## src/serial_defs.vh

```
/*
 * Constants for the dual-port asynchronous serial block: register offsets,
 * field positions, reset values, format codes and timing counts.
 * Assumes a 25 MHz system clock and 16x oversampling of each bit.
 */
`ifndef SERIAL_DEFS_VH
`define SERIAL_DEFS_VH

// ************************************************************
// Register offsets (word index on the plain register port)
// ************************************************************
`define REG_CONFIG      4'h0
`define REG_STATUS      4'h1
`define REG_TX_DATA     4'h2
`define REG_RX_DATA     4'h3
`define REG_DIAG_TX     4'h4
`define REG_DIAG_RX     4'h5

// ************************************************************
// Configuration field positions
// ************************************************************
`define CFG_SPEED_LO    0
`define CFG_SPEED_HI    2
`define CFG_EIGHT_BIT   3
`define CFG_PAR_LO      4
`define CFG_PAR_HI      5
`define CFG_TWO_STOP    6
`define CFG_DATA_ON_SEC 7
`define CFG_SEC_LO      8
`define CFG_SEC_HI      9
`define CFG_RESET       10'h00b

// ************************************************************
// Encodings
// ************************************************************
`define PAR_NONE        2'h0
`define PAR_EVEN        2'h1
`define PAR_ODD         2'h2
`define IF_RS232        2'h0
`define IF_RS422        2'h1
`define IF_RS485        2'h2

// ************************************************************
// Timing: clock rate, oversampling, speeds in bps
// ************************************************************
`define CLOCK_HZ        25000000
`define OVERSAMPLE      16
`define BPS_1200        1200
`define BPS_2400        2400
`define BPS_4800        4800
`define BPS_9600        9600
`define BPS_19200       19200
`define BPS_38400       38400
`define TICK_DIV(b)     ((`CLOCK_HZ / ((b) * `OVERSAMPLE)) - 1)

`endif

```

## src/dual_port_async_serial.v

```verilog
/*
 * Dual-port asynchronous serial interface of a radio modem (DCE side).
 * One port carries user data, the other a fixed-format diagnostics link.
 * Assumes one 25 MHz clock, a synchronous active-low reset, and pins that
 * arrive asynchronously; RS-422/485 transceivers sit outside the chip.
 */
// Summary of operation
// - Two ports, one data, one diagnostics, selectable
// - Primary port is always RS-232
// - Secondary port RS-232, RS-422 or RS-485
// - Handshake lines follow the data port
// - Grounded mode pin forces setup on primary
// - Data port speeds, length, parity, stops selectable
// - Diagnostics fixed 9600, 8 bits, even, one stop
// - No 300/600 bps, no 9-bit characters
// - Start, data, optional parity, stop bits
// - Start bit low, stop bits high
// - Line A above B reads as one
// - RS-485 is half duplex on one pair
// - Settings change only in setup or display
`timescale 1ns/1ps
`include "serial_defs.vh"

// ************************************************************
// One character engine: transmitter plus receiver
// ************************************************************
module serial_engine
(
  // Clock and control
  input  wire       clock,
  input  wire       rst_b,
  input  wire       enable,
  // Format
  input  wire [2:0] speed,
  input  wire       eight_bit,
  input  wire [1:0] parity,
  input  wire       two_stop,
  // Transmit side
  input  wire       tx_start,
  input  wire [7:0] tx_byte,
  output reg        tx_busy,
  output reg        tx_line,
  // Receive side
  input  wire       rx_line,
  output reg        rx_done,
  output reg  [7:0] rx_byte,
  output reg        rx_error
);
  localparam IDLE = 2'h0;
  localparam START = 2'h1;
  localparam SHIFT = 2'h2;
  localparam STOP = 2'h3;
  // Divider limits, kept as integers and cut to the divider width where used
  localparam integer DIV_1200  = `TICK_DIV(`BPS_1200);
  localparam integer DIV_2400  = `TICK_DIV(`BPS_2400);
  localparam integer DIV_4800  = `TICK_DIV(`BPS_4800);
  localparam integer DIV_9600  = `TICK_DIV(`BPS_9600);
  localparam integer DIV_19200 = `TICK_DIV(`BPS_19200);
  localparam integer DIV_38400 = `TICK_DIV(`BPS_38400);

  reg  [10:0] div_cnt;    // Oversample divider
  reg  [10:0] div_max;    // Divider limit for the chosen speed
  wire        tick;       // One oversample tick
  reg  [3:0]  tx_phase;   // Oversample phase within a transmit bit
  reg  [3:0]  tx_left;    // Bits still to send
  reg  [11:0] tx_frame;   // Shift register, bit 0 on the line next
  reg  [1:0]  rx_state;   // Receiver state
  reg  [3:0]  rx_phase;   // Oversample phase within a receive bit
  reg  [3:0]  rx_left;    // Data plus parity bits still to take
  reg  [8:0]  rx_shift;   // Collected data and parity
  wire [3:0]  nbits;      // Data bit count
  wire        par_bit;    // Parity of the outgoing byte

  // Speed table; 300 and 600 bps are deliberately absent
  always @*
  begin
    case (speed)
      3'h0:    div_max = DIV_1200[10:0];
      3'h1:    div_max = DIV_2400[10:0];
      3'h2:    div_max = DIV_4800[10:0];
      3'h3:    div_max = DIV_9600[10:0];
      3'h4:    div_max = DIV_19200[10:0];
      default: div_max = DIV_38400[10:0];
    endcase
  end

  // At or above the limit, so a speed change mid-count cannot stall for a full wrap
  assign tick = (div_cnt >= div_max);
  assign nbits = eight_bit ? 4'h8 : 4'h7;  // Never nine bits
  // Parity over data bits only; odd inverts
  assign par_bit = (eight_bit ? ^tx_byte : ^tx_byte[6:0]) ^ (parity == `PAR_ODD);

  // Oversample divider
  always @(posedge clock)
  begin
    if (!rst_b)
      div_cnt <= 11'h000;
    else if (enable)
      div_cnt <= tick ? 11'h000 : div_cnt + 11'h001;
  end

  // Transmitter: frame built as start, data LSB first, parity, stops
  always @(posedge clock)
  begin
    if (!rst_b)
    begin
      tx_busy  <= 1'b0;
      tx_line  <= 1'b1;
      tx_phase <= 4'h0;
      tx_left  <= 4'h0;
      tx_frame <= 12'hfff;
    end
    else if (enable)
    begin
      if (!tx_busy && tx_start)
      begin
        // Stop bits high fill the top; shift puts LSB first
        tx_frame <= eight_bit ? {2'h3, par_bit, tx_byte, 1'b0} :
                                {3'h7, par_bit, tx_byte[6:0], 1'b0};
        if (parity == `PAR_NONE)
          tx_frame <= eight_bit ? {3'h7, tx_byte, 1'b0} : {4'hf, tx_byte[6:0], 1'b0};
        tx_left  <= 4'h2 + nbits + {3'h0, parity != `PAR_NONE} + {3'h0, two_stop};
        tx_busy  <= 1'b1;
        tx_phase <= 4'h0;
      end
      else if (tx_busy && tick)
      begin
        tx_line <= tx_frame[0];  // Start goes out low, stops high
        tx_phase <= tx_phase + 4'h1;
        if (tx_phase == 4'hf)
        begin
          tx_frame <= {1'b1, tx_frame[11:1]};
          tx_left  <= tx_left - 4'h1;
          if (tx_left == 4'h1)
            tx_busy <= 1'b0;
        end
      end
      else if (!tx_busy)
        tx_line <= 1'b1;  // Idle line rests at mark
    end
  end

  // Receiver: validate start at mid-bit, then sample each bit centre
  always @(posedge clock)
  begin
    if (!rst_b)
    begin
      rx_state <= IDLE;
      rx_phase <= 4'h0;
      rx_left  <= 4'h0;
      rx_shift <= 9'h000;
      rx_done  <= 1'b0;
      rx_byte  <= 8'h00;
      rx_error <= 1'b0;
    end
    else if (enable)
    begin
      rx_done <= 1'b0;
      if (tick)
      begin
        case (rx_state)
          IDLE:
          begin
            rx_phase <= 4'h0;
            if (!rx_line)
              rx_state <= START;
          end
          START:
          begin
            rx_phase <= rx_phase + 4'h1;
            if (rx_phase == 4'h7)
            begin
              // A glitch shorter than half a bit is dropped
              rx_state <= rx_line ? IDLE : SHIFT;
              rx_phase <= 4'h0;
              rx_left  <= nbits + {3'h0, parity != `PAR_NONE};
            end
          end
          SHIFT:
          begin
            rx_phase <= rx_phase + 4'h1;
            if (rx_phase == 4'hf)
            begin
              rx_shift <= {rx_line, rx_shift[8:1]};  // LSB arrives first
              rx_left  <= rx_left - 4'h1;
              if (rx_left == 4'h1)
                rx_state <= STOP;
            end
          end
          STOP:
          begin
            rx_phase <= rx_phase + 4'h1;
            if (rx_phase == 4'hf)
            begin
              rx_state <= IDLE;
              rx_done  <= 1'b1;
              // Align the collected bits, then check parity and stop
              if (parity == `PAR_NONE)
              begin
                rx_byte  <= eight_bit ? rx_shift[8:1] : {1'b0, rx_shift[8:2]};
                rx_error <= !rx_line;  // Stop must be high
              end
              else
              begin
                rx_byte  <= eight_bit ? rx_shift[7:0] : {1'b0, rx_shift[7:1]};
                rx_error <= !rx_line | ((eight_bit ? ^rx_shift : ^rx_shift[8:1]) ^ (parity == `PAR_ODD));
              end
            end
          end
          default: rx_state <= IDLE;
        endcase
      end
    end
  end
endmodule // serial_engine

// ************************************************************
// Top level: role routing, register port, handshake
// ************************************************************
module dual_port_async_serial
(
  // Clock, reset, enable
  input  wire       clock,
  input  wire       rst_b,
  input  wire       clock_enable,
  // Register port
  input  wire [3:0] reg_addr,
  input  wire [9:0] reg_wdata,
  input  wire       reg_write,
  input  wire       reg_read,
  output reg  [9:0] reg_rdata,
  // Setup and display access
  input  wire       mode_pin_b,
  input  wire       display_cfg,
  // Primary port, RS-232 only
  input  wire       port1_rx,
  output reg        port1_tx,
  // Secondary port; single-ended level or sign of A minus B
  input  wire       port2_rx,
  output reg        port2_tx,
  output reg        port2_tx_oe,
  output reg  [1:0] port2_type,
  // Handshake lines, always RS-232
  input  wire       rts_in,
  input  wire       dtr_in,
  output reg        cts_out,
  output reg        cd_out,
  output reg        dsr_out,
  input  wire       carrier
);
  reg  [9:0] config_reg;  // Format, role and secondary type
  reg  [2:0] sync1;       // Primary rx synchroniser
  reg  [2:0] sync2;       // Secondary rx synchroniser
  reg  [2:0] syncm;       // Mode pin synchroniser
  reg        rx1;         // Filtered primary rx
  reg        rx2;         // Filtered secondary rx
  reg        setup;       // Filtered setup state
  reg        data_start;  // Transmit request, data engine
  reg        diag_start;  // Transmit request, diagnostics engine
  reg  [7:0] data_tx;     // Data byte to send
  reg  [7:0] diag_tx;     // Diagnostics byte to send
  reg  [7:0] data_rx;     // Last data byte received
  reg  [7:0] diag_rx;     // Last diagnostics byte received
  reg  [3:0] flags;       // Receive valid and error flags
  wire       data_on_sec; // Data role on the secondary port
  wire       rx2_heard;   // Secondary rx with our own RS-485 echo blanked
  wire       d_busy;
  wire       d_line;
  wire       d_done;
  wire [7:0] d_byte;
  wire       d_err;
  wire       g_busy;
  wire       g_line;
  wire       g_done;
  wire [7:0] g_byte;
  wire       g_err;

  // Setup forces data traffic onto the primary port
  assign data_on_sec = config_reg[`CFG_DATA_ON_SEC] & !setup;

  // Half duplex: while we drive the pair the receiver hears mark only
  assign rx2_heard = rx2 | (port2_tx_oe & (port2_type == `IF_RS485));

  // Three-stage synchronisers; change accepted when stages 2 and 3 agree
  always @(posedge clock)
  begin
    if (!rst_b)
    begin
      sync1 <= 3'h7;
      sync2 <= 3'h7;
      syncm <= 3'h7;
      rx1   <= 1'b1;
      rx2   <= 1'b1;
      setup <= 1'b0;
    end
    else if (clock_enable)
    begin
      sync1 <= {sync1[1:0], port1_rx};
      sync2 <= {sync2[1:0], port2_rx};  // A above B arrives as one
      syncm <= {syncm[1:0], mode_pin_b};
      if (sync1[1] == sync1[2])
        rx1 <= sync1[2];
      if (sync2[1] == sync2[2])
        rx2 <= sync2[2];
      if (syncm[1] == syncm[2])
        setup <= !syncm[2];  // Grounded pin means setup
    end
  end

  // User data engine with selectable format
  serial_engine data_engine
  (
    .clock     (clock),
    .rst_b     (rst_b),
    .enable    (clock_enable),
    .speed     (config_reg[`CFG_SPEED_HI:`CFG_SPEED_LO]),
    .eight_bit (config_reg[`CFG_EIGHT_BIT]),
    .parity    (config_reg[`CFG_PAR_HI:`CFG_PAR_LO]),
    .two_stop  (config_reg[`CFG_TWO_STOP]),
    .tx_start  (data_start),
    .tx_byte   (data_tx),
    .tx_busy   (d_busy),
    .tx_line   (d_line),
    .rx_line   (data_on_sec ? rx2_heard : rx1),
    .rx_done   (d_done),
    .rx_byte   (d_byte),
    .rx_error  (d_err)
  );

  // Diagnostics engine, fixed 9600 8E1
  serial_engine diag_engine
  (
    .clock     (clock),
    .rst_b     (rst_b),
    .enable    (clock_enable),
    .speed     (3'h3),
    .eight_bit (1'b1),
    .parity    (`PAR_EVEN),
    .two_stop  (1'b0),
    .tx_start  (diag_start),
    .tx_byte   (diag_tx),
    .tx_busy   (g_busy),
    .tx_line   (g_line),
    .rx_line   (data_on_sec ? rx1 : rx2_heard),
    .rx_done   (g_done),
    .rx_byte   (g_byte),
    .rx_error  (g_err)
  );

  // Register writes; format changes only in setup or via display
  always @(posedge clock)
  begin
    if (!rst_b)
    begin
      config_reg <= `CFG_RESET;
      data_start <= 1'b0;
      diag_start <= 1'b0;
      data_tx    <= 8'h00;
      diag_tx    <= 8'h00;
    end
    else if (clock_enable)
    begin
      data_start <= 1'b0;
      diag_start <= 1'b0;
      if (reg_write && reg_addr == `REG_CONFIG && (setup || display_cfg))
        config_reg <= reg_wdata;
      // A request still in flight refuses the write too; busy shows a cycle later
      if (reg_write && reg_addr == `REG_TX_DATA && !d_busy && !data_start)
      begin
        data_tx    <= reg_wdata[7:0];
        data_start <= 1'b1;
      end
      if (reg_write && reg_addr == `REG_DIAG_TX && !g_busy && !diag_start)
      begin
        diag_tx    <= reg_wdata[7:0];
        diag_start <= 1'b1;
      end
    end
  end

  // Receive data and sticky flags; a new byte wins over a read-clear
  always @(posedge clock)
  begin
    if (!rst_b)
    begin
      data_rx <= 8'h00;
      diag_rx <= 8'h00;
      flags   <= 4'h0;
    end
    else if (clock_enable)
    begin
      if (reg_read && reg_addr == `REG_RX_DATA)
        flags[1:0] <= 2'h0;
      if (reg_read && reg_addr == `REG_DIAG_RX)
        flags[3:2] <= 2'h0;
      if (d_done)
      begin
        data_rx  <= d_byte;
        flags[0] <= 1'b1;
        flags[1] <= d_err;
      end
      if (g_done)
      begin
        diag_rx  <= g_byte;
        flags[2] <= 1'b1;
        flags[3] <= g_err;
      end
    end
  end

  // Read data one cycle after the read strobe; unmapped reads zero
  always @(posedge clock)
  begin
    if (!rst_b)
      reg_rdata <= 10'h000;
    else if (clock_enable)
    begin
      reg_rdata <= 10'h000;
      if (reg_read)
      begin
        case (reg_addr)
          `REG_CONFIG:  reg_rdata <= config_reg;
          `REG_STATUS:  reg_rdata <= {setup, data_on_sec, g_busy, d_busy, 2'h0, flags};
          `REG_RX_DATA: reg_rdata <= {2'h0, data_rx};
          `REG_DIAG_RX: reg_rdata <= {2'h0, diag_rx};
          default:      reg_rdata <= 10'h000;
        endcase
      end
    end
  end

  // Pin routing; the secondary type is ignored for the primary port
  always @(posedge clock)
  begin
    if (!rst_b)
    begin
      port1_tx    <= 1'b1;
      port2_tx    <= 1'b1;
      port2_tx_oe <= 1'b0;
      port2_type  <= `IF_RS232;
      cts_out     <= 1'b0;
      cd_out      <= 1'b0;
      dsr_out     <= 1'b0;
    end
    else if (clock_enable)
    begin
      port1_tx   <= data_on_sec ? g_line : d_line;
      port2_tx   <= data_on_sec ? d_line : g_line;
      port2_type <= config_reg[`CFG_SEC_HI:`CFG_SEC_LO];
      // RS-485 drives the pair only while sending
      if (config_reg[`CFG_SEC_HI:`CFG_SEC_LO] == `IF_RS485)
        port2_tx_oe <= data_on_sec ? d_busy : g_busy;
      else
        port2_tx_oe <= 1'b1;
      // Handshake belongs to whichever port holds data
      cts_out <= !d_busy & dtr_in & rts_in;
      cd_out  <= carrier;
      dsr_out <= 1'b1;
    end
  end
endmodule // dual_port_async_serial

```

## config.mk

```make
export PLATFORM = sky130hd
export DESIGN_NAME = dual_port_async_serial
export DESIGN_NICKNAME = d
export VERILOG_FILES = /design/src/dual_port_async_serial.v
export VERILOG_INCLUDE_DIRS = /design/src
export SDC_FILE = /design/constraint.sdc
export NUM_CORES = 1
export LEC_CHECK = 0
export BUFFER_PORTS_ARGS = -buffer_cell sky130_fd_sc_hd__buf_2
export CAP_MARGIN = 0
export CORE_ASPECT_RATIO = 2
export CORE_MARGIN = 4
export CORE_UTILIZATION = 40
export CTS_BUF_LIST = sky130_fd_sc_hd__clkbuf_8
export DETAILED_ROUTE_END_ITERATION = 8
export HOLD_SLACK_MARGIN = 0.12
export PLACE_DENSITY_LB_ADDON = 0.15
export SYNTH_ARGS = -nofsm -noshare
export SYNTH_HDL_FRONTEND = slang
export SYNTH_SLANG_ARGS = --single-unit
```

## constraint.sdc

```tcl
create_clock -name clock -period 3.12 [get_ports clock]
set_input_delay 0.312 -clock clock [delete_from_list [all_inputs] [get_ports clock]]
set_output_delay 0.312 -clock clock [all_outputs]
set_load 0.02 [all_outputs]
```

==> results.txt, run 1 <==
Root buffer cell: clkbuf_8
GR Util All Layers: 0.192
Clock transition at path regs: 100 ps
CP Class: reg -> reg
Post-Route WL: 25.2 mm
RSZ-0062 raised after global routing: no
Syn Inst Count: 1117
First-pass GRT wire length: 40.9 mm
# fillers: 2434
R2R setup slack: 210 ps
Setup WS pre-CTS: 66.1 ps
Slew @ Worst Pin: 1060 ps
Die ar.: 26800 sq um
Post-route cell area: 10800 sq um
Combinational Power Share: 0.053
Placed instance area: 10300 sq um
Die Y: 227 um
Switching share of total power: 0.252
TNS Setup: 0 ps
R2R cell count: 10
Mux contribution to synthesized area: 0.104
Antenna violations before repair: 0
Non-Filler Instances: 1461
Most common cell in the netlist: dfxtp_1
Pre-Repair DR Iteration Count: 5
Reg-to-Reg End: data_engine.tx_left[0]$_SDFFE_PN0P_
Core Rows: 80
XOR/XNOR Fraction of Synth Area: 0.0451
HP Class: in -> reg
Register area share after synthesis: 0.412
Fin. Hold Viols: 0
# setup viols final: 0
IO Port Bufs: 43
TritonCTS clock tree: yes
I/O pin cnt: 44
Syn avg cell area: 8.62 sq um
Status: finished, final reports clean
Setup crit start kind: flip-flop
Number of global-route vias before repair: 8006
Clk pwr share: 0.365
Worst-skew pair later-pin latency: 510 ps
Yosys top cell area share: 0.412
Vias/cell: 5.48
ANT nets after route: 0
Mapped cell area: 9620 sq um
Cells after DPL: 1416
Top flop regs: data_engine.div_cnt x11, diag_engine.div_cnt x11
Synth area leader: dfxtp_1
Layout Nets: 1227
CP arrival: 3320 ps
Largest family of logic cells by synthesized area: simple AND/OR/NAND/NOR gates
Clock Tree Buf Depth: 2
Post-CTS Setup Bufs: 0
Sequential share of power: 0.581
Fin. max-slew vios: 0
Worst r2r src: config_reg[1]$_SDFFE_PN1P_
Syn Nets: 1183
Post-DR wirelength/cell: 17.2 um
Max_cap viols: 0
Min cycle time layout: 2910 ps
Post-Synth Simple-Gate Area: 0.204
Fmax: 343 MHz
Max H-tree Level: 4
Slew headroom: 0.294
Commonest cells post-synth: dfxtp_1 (198), nor2_1 (158), nand2_1 (136)
HP Start: reg_wdata[7]
Antenna diodes: 0
TritonCTS Buffers: 17
CTS sink count: 198
Element type at the critical path end: flip-flop
RD Place Congestion: 0.851
EDFF count, synth: 0
WHS Endpoint: diag_tx[7]$_SDFFE_PN0P_
Initial Util: 0.404
Final HPWL DP: 18.3 mm
Synth unique cells: 72
Worst Hold Depth: 3
Worst setup margin: 206 ps
Crit share post-route: 0.934
Synth Area in Compound Gates: 0.143
Ys flop type: dfxtp_1
Yosys reg bits: 198
Max VDD drop: 0.346 mV
Drt initial violations: 392
Pwr dens: 408 nW/um^2
Asr flop ratio synth: 0
Vias post-DR: 8007
P_int: 3300 uW
Post-Synth Adder-Cell Area: 0.0538
Largest net degree at the start of global routing: 57
Skew final: 11.9 ps
Worst EP required: 3530 ps
Layout cell share with drive strength beyond 1: 0.124
Chip Width: 118 um
Total gr overflow: 0
Residual DRC: 0
Critical path peak fanout: 12
Ys Warns: 0
Lkg Pwr: 0.00448 uW
Switch Pwr: 1110 uW
Area contributors post-synth: dfxtp_1 (41%), mux2i_1 (9.4%), nor2_1 (6.2%)
Core area: 23800 sq um
Syn-to-layout area delta: 12.3%
==> worst max path at each step <==
stage / end / depth (start not counted) / from
after floorplan: data_engine.rx_byte[0]$_SDFFE_PN0P_ / 12 / config_reg[0]$_SDFFE_PN1P_
after global placement: data_engine.tx_phase[2]$_SDFFE_PN0P_ / 11 / config_reg[2]$_SDFFE_PN0P_
after detailed placement: data_engine.rx_state[0]$_SDFFE_PN0P_ / 10 / config_reg[2]$_SDFFE_PN0P_
after CTS: data_engine.tx_phase[2]$_SDFFE_PN0P_ / 11 / config_reg[2]$_SDFFE_PN0P_
after global routing: data_engine.tx_frame[4]$_SDFFE_PN1P_ / 10 / config_reg[2]$_SDFFE_PN0P_
final: data_engine.tx_left[0]$_SDFFE_PN0P_ / 10 / config_reg[1]$_SDFFE_PN1P_
==> routing by layer <==
layer | track usage | wire (um) | vias up | share of wire
li1 | - | - | 4005 | -
met1 | 0.198 | 9920 | 3847 | 0.39
met2 | 0.371 | 13600 | 115 | 0.54
met3 | 0.0296 | 627 | 40 | 0.025
met4 | 0.0985 | 991 | 0 | 0.039
met5 | 0 | 0 | - | 0
==> critical path, stage by stage, from the launching register on <==
cell	delay (ps)
dfxtp_1	410
or2_2	320
o21ai_0	180
ha_1	270
a41o_1	250
a221oi_2	340
nor2b_4	140
o311ai_1	270
buf_4	240
a22oi_1	90
o221a_2	290
==> power groups by stage <==
stage	registers [uW]	logic (uW)	clock network, uW
finish	2560	235	1610
global route	2570	258	1760
CTS	2560	236	1680
detailed placement	2620	223	0
global placement	2620	222	0
floorplan	2620	130	0
==> repair_timing <==
| item | 4_1_cts | 5_1_grt |
|---|---|---|
| resized for setup | 0 | 8 |
| endpoints found under the hold margin | 20 | 0 |
| setup endpoints to repair | 0 | 45 |
| hold buffers | 13 | 0 |
==> area by class of cell <==
cell class | instances | area [sq um] | share of cell area
multi-input cells | 823 | 5370 | 0.497
repair buffers | 90 | 626 | 0.0579
well taps | 287 | 359 | 0.0332
clock inverters | 13 | 109 | 0.0101
clock buffers | 19 | 262 | 0.0242
inverters | 31 | 119 | 0.0110
flip-flops and latches | 198 | 3960 | 0.367
==> kinds of logic after synthesis <==
family                   count (synthesis)
AO/OA/AOI/OAI                          202
multiplexers                            99
flip-flops                             198
AND/OR/NAND/NOR                        433
XOR/XNOR                                48
adder cells (fa/ha/maj)                 41
buffers and inverters                   96
==> cells in the final DEF (no fill, tap or decap), drive strengths merged, types with 5 or more instances in the layout <==
| master | Yosys | final |
|---|---|---|
| or2 | 6 | 6 |
| or3 | 10 | 10 |
| nand4 | 17 | 17 |
| nand2b | 7 | 7 |
| dlygate4sd3 | 0 | 13 |
| nand2 | 136 | 136 |
| a32oi | 5 | 5 |
| o311ai | 13 | 13 |
| xor2 | 17 | 17 |
| clkbuf | 49 | 19 |
| clkinv | 0 | 8 |
| buf | 16 | 77 |
| mux2i | 90 | 90 |
| nor3 | 12 | 12 |
| o22ai | 5 | 5 |
| xnor2 | 30 | 30 |
| and3 | 16 | 16 |
| nor2b | 6 | 6 |
| a21o | 5 | 5 |
| a21oi | 76 | 76 |
| a222oi | 6 | 6 |
| mux2 | 9 | 9 |
| nor2 | 159 | 159 |
| a221oi | 5 | 5 |
| inv | 31 | 34 |
| a211oi | 6 | 6 |
| ha | 39 | 39 |
| a31oi | 9 | 9 |
| and2 | 5 | 5 |
| dfxtp | 198 | 198 |
| nand3 | 34 | 34 |
| o21ai | 35 | 35 |
==> through the flow <==
| stage | hold WS, ps | total power [uW] | utilization |
|---|---|---|---|
| floorplan | 431 | 2750 | - |
| CTS | 139 | 4470 | 0.452 |
| global route | 179 | 4580 | 0.454 |
| global placement | 445 | 2840 | 0.431 |
| finish | 172 | 4410 | 0.454 |
| detailed placement | 448 | 2840 | 0.431 |
(Power assumes the default switching activity.)
==> inputs of run 2 (changes only) <==
--- a/config.mk
+++ b/config.mk
@@ -14,7 +14,6 @@
 export CTS_BUF_LIST = sky130_fd_sc_hd__clkbuf_8
 export DETAILED_ROUTE_END_ITERATION = 8
 export HOLD_SLACK_MARGIN = 0.12
-export PLACE_DENSITY_LB_ADDON = 0.15
 export SYNTH_ARGS = -nofsm -noshare
 export SYNTH_HDL_FRONTEND = slang
 export SYNTH_SLANG_ARGS = --single-unit
==> run 2 against run 1 <==
- worst setup slack gained 4.1 ps
- final cell count fell by 0.55%
- via count decreased by 0.31%
- global-route usage decreased by 0.41 points
- critical path type unchanged
- clock power shrank 4%
- clock skew rose by 0.69 ps
- core utilization is 0.46 points lower
- highest routed layer unchanged
- sequential power about the same
==> results.txt, run 2 (synthesized netlist as in run 1, its figures left out) <==
Flip-flop and latch area: 3970 sq um
Pre-Repair DR Iteration Count: 5
Residual DRC: 0
Fmax: 344 MHz
Status: finished, final reports clean
Slew @ Worst Pin: 1090 ps
Final HPWL DP: 17.8 mm
Max H-tree Level: 4
CP Class: reg -> reg
Clk pwr share: 0.356
RD Place Congestion: 0.849
Combinational Power Share: 0.052
CTS sink count: 198
Switch Pwr: 1060 uW
Clock Tree Buf Depth: 2
RSZ-0062 raised after global routing: no
IO Port Bufs: 43
Fin. Hold Viols: 0
Met2 WL: 12.8 mm
Switching share of total power: 0.245
Die ar.: 26800 sq um
Clock transition at path regs: 90 ps
Commonest cells after routing, fill and taps aside: dfxtp_1 (195), nor2_1 (158), nand2_1 (136), mux2i_1 (90), a21oi_1 (74)
Core Rows: 80
Min cycle time layout: 2910 ps
Post-CTS Setup Bufs: 0
Crit share post-route: 0.933
Die Y: 227 um
Non-Filler Instances: 1453
I/O pin cnt: 44
HP Class: in -> reg
Antenna violations before repair: 0
Fin. max-slew vios: 0
Top flop regs: data_engine.div_cnt x11, diag_engine.div_cnt x11
Syn-to-layout area delta: 11.1%
ANT nets after route: 0
CP arrival: 3290 ps
Element type at the critical path end: flip-flop
Slew headroom: 0.273
Max_cap viols: 0
GR Util All Layers: 0.187
Layout Nets: 1219
Post-DR wirelength/cell: 16.7 um
Total gr overflow: 0
Worst setup margin: 210 ps
Max VDD drop: 0.253 mV
TritonCTS Buffers: 17
Drt initial violations: 449
Worst-skew pair later-pin latency: 500 ps
Layout cell share with drive strength beyond 1: 0.118
Root buffer cell: clkbuf_8
Initial Util: 0.404
TNS Setup: 0 ps
P_int: 3270 uW
TritonCTS clock tree: yes
Multi-input logic area: 5340 sq um
Final Util: 0.449
Largest net degree at the start of global routing: 65
Post-Route WL: 24.3 mm
Commonest non-fill, non-tap cell in the layout: dfxtp_1
Tot Pwr: 4330 uW
Setup crit start kind: flip-flop
# setup viols final: 0
# fillers: 2409
Vias post-DR: 7982
Top Metal Used: met4
WL met1: 9.34 mm
First-pass GRT wire length: 40.3 mm
Worst EP required: 3500 ps
Number of global-route vias before repair: 7925
Chip Width: 118 um
Lkg Pwr: 0.00442 uW
Setup WS pre-CTS: 76.2 ps
Vias/cell: 5.49
Critical path peak fanout: 10
Sequential share of power: 0.591
Cells after DPL: 1409
Skew final: 12.6 ps
Pwr dens: 405 nW/um^2
Met3 WL: 806 um
Core area: 23800 sq um
-- run 2: cell types whose count changed in the layout (fill, tap and decap cells not counted), moves of 3 or more --
cell,previous run,this run
clkinv_4,4,1
dfxtp_2,0,3
clkbuf_8,19,22
buf_4,32,25
dfxtp_1,198,195
-- run 2: per-stage QoR --
| step | hold slack, ps | area, sq um |
|---|---|---|
| 2_1_floorplan | 431 | 9620 |
| 3_3_place_gp | 443 | 10200 |
| 3_5_place_dp | 446 | 10200 |
| 4_1_cts | 151 | 10700 |
| 5_1_grt | 163 | 10700 |
| 6_report | 191 | 10700 |
-- run 2: repair_timing --
item	CTS	global route
resized for setup	0	7
setup endpoints to repair	0	28
hold buffers	12	0
hold endpoints to repair	19	0
-- run 2: power by group through the flow --
stage                     Sequential [uW]  Combinational, uW  Clock (uW)
after floorplan                      2620                130           0
after global placement               2620                214           0
after detailed placement             2620                215           0
after CTS                            2560                228        1600
after global routing                 2560                251        1680
final                                2560                227        1540
-- run 2: worst paths after layout --
check,cells after the start,from,slack [ps],to
worst max-delay path,12,config_reg[2]$_SDFFE_PN0P_,210,data_engine.rx_shift[3]$_SDFFE_PN0P_
worst min-delay path,3,reg_wdata[0],190,config_reg[0]$_SDFFE_PN1P_
worst max register to register,12,config_reg[2]$_SDFFE_PN0P_,210,data_engine.rx_shift[3]$_SDFFE_PN0P_
worst min register to register,2,diag_engine.rx_byte[1]$_SDFFE_PN0P_,450,diag_rx[1]$_SDFFE_PN0P_
-- run 2: layout make-up --
cell class | instances | share of cell area
Sequential cell | 198 | 0.371
Antenna cell | 1 | 0.000234
Inverter | 31 | 0.0111
Clock inverter | 9 | 0.00491
Timing Repair Buffer | 82 | 0.0518
Tap cell | 287 | 0.0336
Clock buffer | 22 | 0.0283
Multi-Input combinational cell | 823 | 0.499
-- run 2: layer usage --
metal  vias to the layer above  GRT usage
met4                         0      0.111
met3                        59     0.0361
li1                       3995          -
met5                         -          0
met2                       137      0.351
met1                      3791      0.193
-- run 2: critical path, cell delays in order, from the launching register on --
cell	delay (ps)
dfxtp_2	370
inv_1	70
nand2_1	80
or2_2	300
ha_1	300
a41o_1	240
a221oi_1	350
nor2b_2	170
buf_4	180
o311ai_2	260
buf_6	220
mux2i_1	190
nor2_1	50
==> inputs of run 3 (changes only) <==
--- a/config.mk
+++ b/config.mk
@@ -10,10 +10,12 @@
 export CAP_MARGIN = 0
 export CORE_ASPECT_RATIO = 2
 export CORE_MARGIN = 4
-export CORE_UTILIZATION = 40
+export CORE_UTILIZATION = 58
 export CTS_BUF_LIST = sky130_fd_sc_hd__clkbuf_8
 export DETAILED_ROUTE_END_ITERATION = 8
 export HOLD_SLACK_MARGIN = 0.12
+export PLACE_DENSITY = 0.79
+export SETUP_SLACK_MARGIN = 0.5
 export SYNTH_ARGS = -nofsm -noshare
 export SYNTH_HDL_FRONTEND = slang
 export SYNTH_SLANG_ARGS = --single-unit
==> run 3 against run 2 <==
- non-clock buffer count increased by 12
- largest cell class unchanged
- final area increased by 3.6%
- largest power group unchanged
- highest routed layer unchanged
- first-iteration DRC count increased by 23%
- critical endpoint is now data_engine.tx_phase[3]$_SDFFE_PN0P_
- critical path depth unchanged
- register-to-register slack improved by 210 ps
- global-route usage increased by 6.4 points
- flip-flop and latch count unchanged
- core utilization increased by 23 points
==> results.txt, run 3 (synthesized netlist as in run 1, its figures left out) <==
Status: finished, final reports clean
Max VDD drop: 0.374 mV
Top Metal Used: met4
Max H-tree Level: 4
Critical path peak fanout: 8
CP Class: reg -> reg
# fillers: 1225
ANT nets after route: 0
Commonest cells after routing, fill and taps aside: dfxtp_1 (195), nor2_1 (158), nand2_1 (131), mux2i_1 (90), a21oi_1 (69)
Post-Route WL: 24.1 mm
Chip Width: 99.1 um
HP Class: in -> reg
Pwr dens: 404 nW/um^2
Commonest non-fill, non-tap cell in the layout: dfxtp_1
Die ar.: 18800 sq um
IO Port Bufs: 43
Met3 WL: 1.06 mm
Setup WS pre-CTS: -77.0 ps
Slew @ Worst Pin: 1010 ps
Worst setup margin: 423 ps
Max_cap viols: 0
CP arrival: 3080 ps
Layout cell share with drive strength beyond 1: 0.168
Cells along the critical path: inv_4, nand2_4, or2_4, ha_4, a41o_1, a221oi_2, nor2b_4, buf_6, o41ai_4, buf_4, or3_1, a21oi_1
Initial Util: 0.592
Fin. max-slew vios: 0
HP Start: reg_wdata[0]
RSZ-0062 raised after global routing: yes
Pre-Repair DR Iteration Count: 8
Worst-skew pair later-pin latency: 490 ps
Antenna diodes: 0
Hold Worst Slack: 149 ps
Root buffer cell: clkbuf_8
TritonCTS clock tree: yes
Die Y: 190 um
Clock transition at path regs: 110 ps
I/O pin cnt: 44
Layout Nets: 1232
CP bufs+invs: 3
Residual DRC: 0
Fin. Hold Viols: 0
GR Util All Layers: 0.251
Fmax: 371 MHz
Crit path max-delay family: compound AO/OA/AOI/OAI gates
Final HPWL DP: 16.3 mm
Worst r2r src: config_reg[2]$_SDFFE_PN0P_
CTS sink count: 198
Top flop regs: data_engine.div_cnt x11, diag_engine.div_cnt x11
First-pass GRT wire length: 38.4 mm
Number of global-route vias before repair: 8205
CP peak stage delay: 400 ps
# setup viols final: 0
Crit share post-route: 0.864
Vias/cell: 6.03
Core area: 16300 sq um
Skew final: 13.7 ps
Core Rows: 66
Min cycle time layout: 2700 ps
Antenna violations before repair: 0
Clock Tree Buf Depth: 2
Crit path from: config_reg[2]$_SDFFE_PN0P_
Crit-path slowest cell: dfxtp_4
Vias post-DR: 8329
Worst EP required: 3500 ps
Post-DR wirelength/cell: 17.4 um
Setup crit start kind: flip-flop
Syn-to-layout area delta: 15.2%
TritonCTS Buffers: 17
Element type at the critical path end: flip-flop
WL met1: 9.05 mm
RD Place Congestion: 0.912
Slew headroom: 0.325
Lkg Pwr: 0.00459 uW
Total gr overflow: 0
Drt initial violations: 552
Met2 WL: 12.7 mm
Largest net degree at the start of global routing: 53
[run 3: cell types whose count changed in the layout (fill, tap and decap cells not counted), sizes merged]
| cell | change |
|---|---|
| clkinv | -3 |
| clkinvlp | -1 |
| bufinv | +1 |
| clkbuf | -5 |
| buf | +12 |
| inv | +8 |
| diode | -1 |
| o21ai | +1 |
[run 3: stage by stage]
| stage | instance area [sq um] | TNS [ps] | util | total power (uW) | std cells |
|---|---|---|---|---|---|
| 3_3_place_gp | 10100 | -10.0 | 0.621 | 2820 | 1321 |
| 5_1_grt | 11100 | 0 | 0.682 | 4610 | 1382 |
| 6_report | 11100 | 0 | 0.682 | 4480 | 1382 |
| 2_1_floorplan | 9710 | 0 | - | 2750 | 1117 |
| 3_5_place_dp | 10100 | -298 | 0.621 | 2830 | 1321 |
| 4_1_cts | 10800 | 0 | 0.665 | 4490 | 1379 |
[run 3: layout make-up]
cell class / instances / area (sq um) / area share
multi-input cells: 824 / 5660 / 0.511
flip-flops and latches: 198 / 3980 / 0.359
repair buffers: 94 / 683 / 0.0616
well taps: 204 / 255 / 0.0230
clock buffers: 17 / 234 / 0.0211
clock inverters: 14 / 156 / 0.0141
inverters: 31 / 121 / 0.0109
[run 3: worst min-delay path, delay by kind of cell]
family,cells,cell delay [ps]
AND/OR/NAND/NOR,1,60
buffers and inverters,1,150
multiplexers,1,90
[run 3: timing repair]
action	CTS	global route
setup buffers	14	3
pin swaps	15	17
hold buffers	12	0
gates cloned	1	0
endpoints found under the setup margin	60	57
endpoints found under the hold margin	19	0
gates resized for setup	28	55
[run 3: power by group]
| part | total, uW | internal (uW) | switching (uW) |
|---|---|---|---|
| clock network | 1690 | 672 | 1010 |
| logic | 229 | 80.6 | 148 |
| registers | 2560 | 2540 | 18.9 |
| total | 4480 | 3290 | 1180 |
[run 3: path summary, 6_finish.rpt]
kind | endpoint | slack [ps] | depth (start not counted)
setup / recovery | data_engine.tx_phase[3]$_SDFFE_PN0P_ | 420 | 12
hold / removal | config_reg[0]$_SDFFE_PN1P_ | 150 | 3
setup reg to reg | data_engine.tx_phase[3]$_SDFFE_PN0P_ | 420 | 12
hold reg to reg | data_rx[4]$_SDFFE_PN0P_ | 460 | 2
[run 3: per-layer routing]
layer | global-route usage | vias up
met5 | 0 | -
met4 | 0.149 | 0
met3 | 0.0334 | 92
met2 | 0.467 | 278
met1 | 0.263 | 3939
li1 | - | 4020
